File: src/bcduc_pkg.sv
// Constants shared by the up/down decade counter.
// Assumes a single 100 MHz system clock samples every pin.
package bcduc_pkg;
    localparam int unsigned BCDUC_CNT_W = 4;
    localparam logic [3:0] BCDUC_MAX = 4'h9;
    localparam logic [3:0] BCDUC_MIN = 4'h0;
    localparam logic [3:0] BCDUC_RST_COUNT = 4'h0;
    // Synchroniser vector layout
    localparam int unsigned BCDUC_SYNC_W = 8;
    localparam int unsigned BCDUC_POS_PRESET = 0;
    localparam int unsigned BCDUC_POS_DIR = 4;
    localparam int unsigned BCDUC_POS_GATE = 5;
    localparam int unsigned BCDUC_POS_LOAD = 6;
    localparam int unsigned BCDUC_POS_CLK = 7;
    // Idle pin levels: load and gate inactive high, clock low, up
    localparam logic [7:0] BCDUC_SYNC_RST = 8'h60;
    localparam logic BCDUC_DIR_UP = 1'b0;
endpackage

File: src/bcduc_counter.sv
// Reversible BCD decade counter with preset, terminal flag and ripple pulse.
// Assumes all inputs are pins sampled by the 100 MHz system clock.
//
// Behaviour
// - The count lives in four flip-flops and steps through 8421 BCD values 0 to 9.
// - While parallel_load_n is low, preset_value is copied to the count and shown.
// - The preset acts without any count clock edge, at any time.
// - A low parallel_load_n overrides gate, direction and count clock.
// - With gate and load both high, the count holds across clock edges.
// - With gate low and load high, the count moves only on a rising count clock.
// - Direction low counts up and high counts down, sampled at the rising edge.
// - terminal_flag is high at 9 counting up or 0 counting down, low otherwise.
// - terminal_flag stays high until the count or the direction changes.
// - ripple_pulse_n is high while gate is high or terminal_flag is low.
// - With gate low and flag high, ripple_pulse_n falls at the clock fall until it rises.
`timescale 1ns/1ps
module bcduc_counter
    import bcduc_pkg::*;
(
    input wire logic clk_sys_in,
    input wire logic rst_in,
    input wire logic count_clock_in,
    input wire logic count_gate_n_in,
    input wire logic direction_select_in,
    input wire logic parallel_load_n_in,
    input wire logic [3:0] preset_value_in,
    output logic [3:0] count_value_out,
    output logic terminal_flag_out,
    output logic ripple_pulse_n_out
);
    logic [7:0] pins_async;
    logic [7:0] pins_sync;
    logic [3:0] preset_s;
    logic dir_s;
    logic gate_n_s;
    logic load_n_s;
    logic cp_s;
    logic cp_prev;
    logic cp_rise;
    logic cp_fall;
    logic [3:0] next_count;
    logic next_flag;
    logic next_ripple_n;

    // Up step; any non-decimal code falls straight back to zero
    function automatic logic [3:0] step_up(input logic [3:0] v);
        if (v >= BCDUC_MAX)
            return BCDUC_MIN;
        return 4'(v + 4'h1);
    endfunction

    // Down step; non-decimal codes walk down into nine
    function automatic logic [3:0] step_down(input logic [3:0] v);
        if (v == BCDUC_MIN)
            return BCDUC_MAX;
        return 4'(v - 4'h1);
    endfunction

    function automatic logic flag_of(input logic [3:0] v, input logic dir);
        return (dir == BCDUC_DIR_UP) ? (v == BCDUC_MAX) : (v == BCDUC_MIN);
    endfunction

    // setup and hold
    // Pins are double-flopped; gate and direction may move in any clock phase
    assign pins_async = {count_clock_in, parallel_load_n_in, count_gate_n_in,
                         direction_select_in, preset_value_in};

    bcduc_sync #(
        .WIDTH(BCDUC_SYNC_W),
        .RESET_VALUE(BCDUC_SYNC_RST)
    ) u_sync (
        .clk_sys_in(clk_sys_in),
        .rst_in(rst_in),
        .async_in(pins_async),
        .sync_out(pins_sync)
    );

    assign preset_s = pins_sync[BCDUC_POS_PRESET +: 4];
    assign dir_s = pins_sync[BCDUC_POS_DIR];
    assign gate_n_s = pins_sync[BCDUC_POS_GATE];
    assign load_n_s = pins_sync[BCDUC_POS_LOAD];
    assign cp_s = pins_sync[BCDUC_POS_CLK];
    assign cp_rise = cp_s & ~cp_prev;
    assign cp_fall = ~cp_s & cp_prev;

    always_comb
    begin
        next_count = count_value_out;
        // preset overrides
        // Preset needs no count clock edge, only the sampled load level
        if (!load_n_s)
            next_count = preset_s;
        else if (!gate_n_s && cp_rise)
        begin
            if (dir_s == BCDUC_DIR_UP)
                next_count = step_up(count_value_out);
            else
                next_count = step_down(count_value_out);
        end
        // flag decode
        // Registered, so the pin never shows decoding spikes
        next_flag = flag_of(next_count, dir_s);
        next_ripple_n = ripple_pulse_n_out;
        if (gate_n_s || !next_flag)
            next_ripple_n = 1'b1;
        else if (cp_fall)
            next_ripple_n = 1'b0;
        else if (cp_rise)
            next_ripple_n = 1'b1;
    end

    always_ff @(posedge clk_sys_in or posedge rst_in)
    begin
        if (rst_in)
        begin
            cp_prev <= 1'b0;
            count_value_out <= BCDUC_RST_COUNT;
            terminal_flag_out <= 1'b0;
            ripple_pulse_n_out <= 1'b1;
        end
        else
        begin
            cp_prev <= cp_s;
            count_value_out <= next_count;
            terminal_flag_out <= next_flag;
            ripple_pulse_n_out <= next_ripple_n;
        end
    end

    property p_load;
        @(posedge clk_sys_in) disable iff (rst_in)
        !load_n_s |=> count_value_out == $past(preset_s);
    endproperty
    a_load: assert property (p_load) else $error("preset not loaded");

    property p_hold;
        @(posedge clk_sys_in) disable iff (rst_in)
        load_n_s && gate_n_s |=> $stable(count_value_out);
    endproperty
    a_hold: assert property (p_hold) else $error("count moved while gated off");

    property p_edge_only;
        @(posedge clk_sys_in) disable iff (rst_in)
        load_n_s && !cp_rise |=> $stable(count_value_out);
    endproperty
    a_edge_only: assert property (p_edge_only) else $error("count moved without edge");

    property p_up;
        @(posedge clk_sys_in) disable iff (rst_in)
        load_n_s && !gate_n_s && cp_rise && !dir_s && count_value_out < BCDUC_MAX
        |=> count_value_out == 4'($past(count_value_out) + 4'h1);
    endproperty
    a_up: assert property (p_up) else $error("up step wrong");

    property p_down;
        @(posedge clk_sys_in) disable iff (rst_in)
        load_n_s && !gate_n_s && cp_rise && dir_s && count_value_out != BCDUC_MIN
        |=> count_value_out == 4'($past(count_value_out) - 4'h1);
    endproperty
    a_down: assert property (p_down) else $error("down step wrong");

    property p_wrap;
        @(posedge clk_sys_in) disable iff (rst_in)
        load_n_s && !gate_n_s && cp_rise && dir_s && count_value_out == BCDUC_MIN
        |=> count_value_out == BCDUC_MAX;
    endproperty
    a_wrap: assert property (p_wrap) else $error("down wrap wrong");

    property p_recover;
        @(posedge clk_sys_in) disable iff (rst_in)
        load_n_s && !gate_n_s && cp_rise && !dir_s && count_value_out >= BCDUC_MAX
        |=> count_value_out == BCDUC_MIN;
    endproperty
    a_recover: assert property (p_recover) else $error("up from 9 or above wrong");

    property p_flag;
        @(posedge clk_sys_in) disable iff (rst_in)
        ##1 terminal_flag_out == ($past(dir_s) ? (count_value_out == BCDUC_MIN)
                                               : (count_value_out == BCDUC_MAX));
    endproperty
    a_flag: assert property (p_flag) else $error("terminal flag wrong");

    property p_ripple_idle;
        @(posedge clk_sys_in) disable iff (rst_in)
        ##1 ($past(gate_n_s) || !terminal_flag_out) |-> ripple_pulse_n_out;
    endproperty
    a_ripple_idle: assert property (p_ripple_idle) else $error("ripple low when idle");

    property p_ripple_low;
        @(posedge clk_sys_in) disable iff (rst_in)
        !gate_n_s && cp_fall ##1 terminal_flag_out |-> !ripple_pulse_n_out;
    endproperty
    a_ripple_low: assert property (p_ripple_low) else $error("ripple pulse missing");

    property p_ripple_rise;
        @(posedge clk_sys_in) disable iff (rst_in)
        !gate_n_s && cp_rise |=> ripple_pulse_n_out;
    endproperty
    a_ripple_rise: assert property (p_ripple_rise) else $error("ripple past rise");

    property p_ripple_keep;
        @(posedge clk_sys_in) disable iff (rst_in)
        !ripple_pulse_n_out && !gate_n_s && !cp_rise ##1 terminal_flag_out
        |-> !ripple_pulse_n_out;
    endproperty
    a_ripple_keep: assert property (p_ripple_keep) else $error("ripple ended early");

    c_load: cover property (@(posedge clk_sys_in) disable iff (rst_in) !load_n_s);
    c_up_wrap: cover property (@(posedge clk_sys_in) disable iff (rst_in)
        count_value_out == BCDUC_MAX ##1 count_value_out == BCDUC_MIN);
    c_down_wrap: cover property (@(posedge clk_sys_in) disable iff (rst_in)
        count_value_out == BCDUC_MIN ##1 count_value_out == BCDUC_MAX);
    c_ripple: cover property (@(posedge clk_sys_in) disable iff (rst_in)
        !ripple_pulse_n_out);
endmodule

File: src/bcduc_sync.sv
// Two-stage synchroniser for a vector of asynchronous pin levels.
// Assumes every bit is a slowly changing level; no bus coherency given.
`timescale 1ns/1ps
module bcduc_sync
    import bcduc_pkg::*;
#(
    parameter int unsigned WIDTH = BCDUC_SYNC_W,
    parameter logic [WIDTH-1:0] RESET_VALUE = '0
)
(
    input wire logic clk_sys_in,
    input wire logic rst_in,
    input wire logic [WIDTH-1:0] async_in,
    output logic [WIDTH-1:0] sync_out
);
    logic [WIDTH-1:0] stage1;
    logic [WIDTH-1:0] next_stage1;
    logic [WIDTH-1:0] next_sync;

    always_comb
    begin
        next_stage1 = async_in;
        next_sync = stage1;
    end

    // First stage feeds only the second stage
    always_ff @(posedge clk_sys_in or posedge rst_in)
    begin
        if (rst_in)
        begin
            stage1 <= RESET_VALUE;
            sync_out <= RESET_VALUE;
        end
        else
        begin
            stage1 <= next_stage1;
            sync_out <= next_sync;
        end
    end
endmodule

File: config.mk
export PLATFORM = sky130hd
export DESIGN_NAME = bcduc_counter
export DESIGN_NICKNAME = d
export VERILOG_FILES = /design/src/bcduc_pkg.sv /design/src/bcduc_counter.sv /design/src/bcduc_sync.sv
export SDC_FILE = /design/constraint.sdc
export NUM_CORES = 1
export LEC_CHECK = 0
export ABC_CLOCK_PERIOD_IN_PS = 2400
export BUFFER_PORTS_ARGS = -buffer_cell sky130_fd_sc_hd__clkbuf_2
export CORE_UTILIZATION = 54
export CTS_CLUSTER_SIZE = 8
export DETAILED_ROUTE_END_ITERATION = 10
export PLACE_DENSITY = 0.77
export SYNTH_ARGS = -nofsm -noshare
export SYNTH_HDL_FRONTEND = slang
export SYNTH_SLANG_ARGS = --single-unit
File: constraint.sdc
create_clock -name clk_sys_in -period 2.4 [get_ports clk_sys_in]
set_input_delay 0.48 -clock clk_sys_in [delete_from_list [all_inputs] [get_ports clk_sys_in]]
set_output_delay 0.48 -clock clk_sys_in [all_outputs]
set_load 0.05 [all_outputs]
==> flow_metrics.py <==
metrics = {
    "critical_path": {
        "r2r-start": "count_value_out[0]$_DFF_PP0_",
        "path_delay_family": "compound AO/OA/AOI/OAI gates",
        "crit-reg2reg-capture": "terminal_flag_out$_DFF_PP0_",
        "ff2ff_path_depth": 7,
        "crit_fanout": 8,
        "reg2reg_slack_ps": 410,
        "worstPathRequired_ps": 2640,
        "cpMaxStageDelayCell": "dfrtp_1",
        "crit_chain": "inv_1 -> ha_1 -> nor3b_2 -> o211a_1 -> o31a_1 -> a211oi_2 -> and2_1",
        "critPathCapture": "terminal_flag_out$_DFF_PP0_",
        "crit_buf_inv": 1,
        "worstPathArrival_ps": 2230,
        "cp-startpoint": "count_value_out[0]$_DFF_PP0_",
        "path_depth": 7,
        "crit_path_end_kind": "flip-flop",
        "path_class": "flip-flop to flip-flop",
        "critPathMaxStageDelay_ps": 490,
        "crit_path_start_kind": "flip-flop",
    },
    "die": {
        "coreArea_um2": 1745,
        "die_w_um": 45.56,
        "num_io_pins": 16,
        "start_util_pct": 58.71,
        "dieArea_um2": 2076,
        "dieHeight_um": 45.56,
        "fp-row-count": 15,
    },
    "timing": {
        "hold_slack_ps": 252.5,
        "tightest_slew_ps": 817.4,
        "finalHoldViolations": 0,
        "rsz0062_at_grt": "no",
        "fmax_mhz": 502.1,
        "post-route-period-util_pct": 82.98,
        "layout_setup_ws_ps": 408.4,
        "min_period_ps": 1992,
        "slew_viol_final": 0,
        "finalSetupViolations": 0,
        "setup_tns_ps": 0,
        "maxSlewHeadroom_pct": 45.44,
        "clock_skew_ps": 2.204,
    },
    "routing": {
        "drtIter0Drc": 10,
        "ant_nets": 0,
        "vias": 693,
        "first_pass_iters": 4,
        "via_per_inst": 5.457,
        "drc": 0,
        "routedWlPerCell_um": 13.05,
        "wirelength_um": 1657,
    },
    "cells_and_area": {
        "num_antenna_cells": 0,
        "nets": 119,
        "final_design_area_no_fill_um2": 1147,
        "area_delta_synth_final_pct": 11.97,
        "drive_gt1_share_pct": 29.41,
    },
    "logic_synthesis": {
        "yosys-top-cells-count": "18 x dfrtp_1, 9 x inv_1, 6 x ha_1, 6 x nor2_1, 5 x dfstp_2",
        "syn_nets": 101,
        "synth_flop_cell": "dfrtp_1",
        "ys_seq_elements": 23,
        "ys_warn_count": 0,
        "yosys.area.top_type": "dfrtp_1",
        "synth_top_area_share_pct": 43.96,
        "yosysSeqAreaShare_pct": 56.78,
        "avgSynthCellArea_um2": 12.06,
        "syn_inst": 85,
        "synth.area.mux_share_pct": 0.9768,
        "synth_compound_area_share_pct": 18.93,
        "synth.most_common_cell": "dfrtp_1",
        "synth_simple_gate_area_share_pct": 11.36,
        "async_flop_share_pct": 100.0,
        "synth_edf_count": 0,
        "synth_fa_ha_area_share_pct": 7.326,
        "synth_area_leaders": "dfrtp_1 44%, dfstp_2 13%, ha_1 7.3%",
        "syn_area_um2": 1025,
        "synth_top_family_by_area": "compound AO/OA/AOI/OAI gates",
        "synth-xor-area-share_pct": 0,
        "yosysUniqueCellTypes": 35,
    },
    "global_routing": {
        "grt.met3_usage_pct": 4.365,
        "overflow": 0,
        "grt_pass1_wl_um": 2766,
        "antenna_found_initial": 0,
        "gr-usage-met2_pct": 33.71,
        "grt_max_degree": 24,
        "grtUsageTotal_pct": 19.41,
        "top_usage_layer": "met2",
        "use_met1_pct": 22.22,
        "grt_pass1_vias": 678,
    },
    "place": {
        "place_congestion": 0.8945,
        "pre_cts_slack_ps": 429.0,
        "post-dp-hpwl_um": 1301,
        "placed_area_um2": 1121,
        "port_buffers": 15,
    },
    "power_and_ir_drop": {
        "powerDensity_nw_per_um2": 652.1,
        "vdd_ir_drop_max_mv": 0.5009,
        "power_leakage_nw": 0.5393,
    },
    "run_status": {
        "status": "finished, final reports clean",
    },
    "cts": {
        "htreeDepth": 1,
        "cts_setup_buffers": 0,
        "numCtsBuffers": 3,
        "clk_pin_slew_ps": 110,
        "insertion_delay_ps": 290,
        "cts_buffer_depth": 2,
        "cts_root_buf": "clkbuf_4",
        "clock-sinks": 23,
        "cts_tree": "done",
        "cts_resized": 0,
        "ctsHoldBuffers": 0,
    },
    "job": {
        "timing.max_cap.violations": 0,
    },
    "hold_path": {
        "min_path_type": "input port to flip-flop",
    },
}
cell families after synthesis:
logic type,count (synthesis)
AND/OR/NAND/NOR,20
flip-flops,23
adder cells (fa/ha/maj),6
multiplexers,1
buffers and inverters,12
AO/OA/AOI/OAI,23
final cells by class:
cell class                 instances  area, um2
fill                             160      598.1
sequential                        23      581.8
multi-input combinational         50      395.4
timing repair buffer              15      75.07
inverter                          10      37.54
tap                               25      31.28
clock buffer                       4      26.28
placed cells by master, fill, tap and decap left out, types with 2 or more instances in the layout:
master | Yosys | routed
dfrtp_1 | 18 | 18
inv_1 | 9 | 9
clkbuf_2 | 0 | 15
clkbuf_4 | 0 | 3
a21oi_1 | 2 | 2
nor2b_1 | 2 | 2
a31oi_1 | 4 | 4
nor2_1 | 6 | 6
nand3_1 | 3 | 3
o211ai_1 | 2 | 2
dfstp_2 | 5 | 5
ha_1 | 6 | 6
o21ai_0 | 3 | 3
metrics by stage:
| step | power (mW) | util [%] | cells |
|---|---|---|---|
| detailed placement | 0.5906 | 64.23 | 123 |
| floorplan | 0.5527 | - | 85 |
| finish | 0.7481 | 65.73 | 127 |
| global route | 0.7861 | 65.73 | 127 |
| CTS | 0.7552 | 65.73 | 127 |
| global placement | 0.5877 | 64.23 | 123 |
power by group:
group	switching (mW)	internal, mW	total (mW)
Combinational	0.0916	0.0496	0.141
Clock	0.101	0.0646	0.166
Sequential	0.0276	0.414	0.441
Total	0.220	0.528	0.748
state kept, by name, summed over array words and instances (netlist names):
register / count
count_value_out: 4
ripple_pulse_n_out: 1
cp_prev: 1
terminal_flag_out: 1
u_sync.next_sync: 8
u_sync.sync_out: 8
metal layers:
layer	routed length [um]	share of wire, %
met1	695	42
met2	885	53
met3	58	3.5
met4	17	1.0
met5	0	0
how the worst min path moves through the flow:
stage	start	end	slack (ps)	cells after the start
floorplan	u_sync.next_sync[0]$_DFF_PP0_	u_sync.sync_out[0]$_DFF_PP0_	330	0
global placement	u_sync.next_sync[2]$_DFF_PP0_	u_sync.sync_out[2]$_DFF_PP0_	330	0
detailed placement	u_sync.next_sync[1]$_DFF_PP0_	u_sync.sync_out[1]$_DFF_PP0_	340	0
CTS	parallel_load_n_in	u_sync.next_sync[6]$_DFF_PP1_	240	1
global route	parallel_load_n_in	u_sync.next_sync[6]$_DFF_PP1_	230	1
finish	parallel_load_n_in	u_sync.next_sync[6]$_DFF_PP1_	250	1
Note: power is estimated with default switching activity, not from simulation.
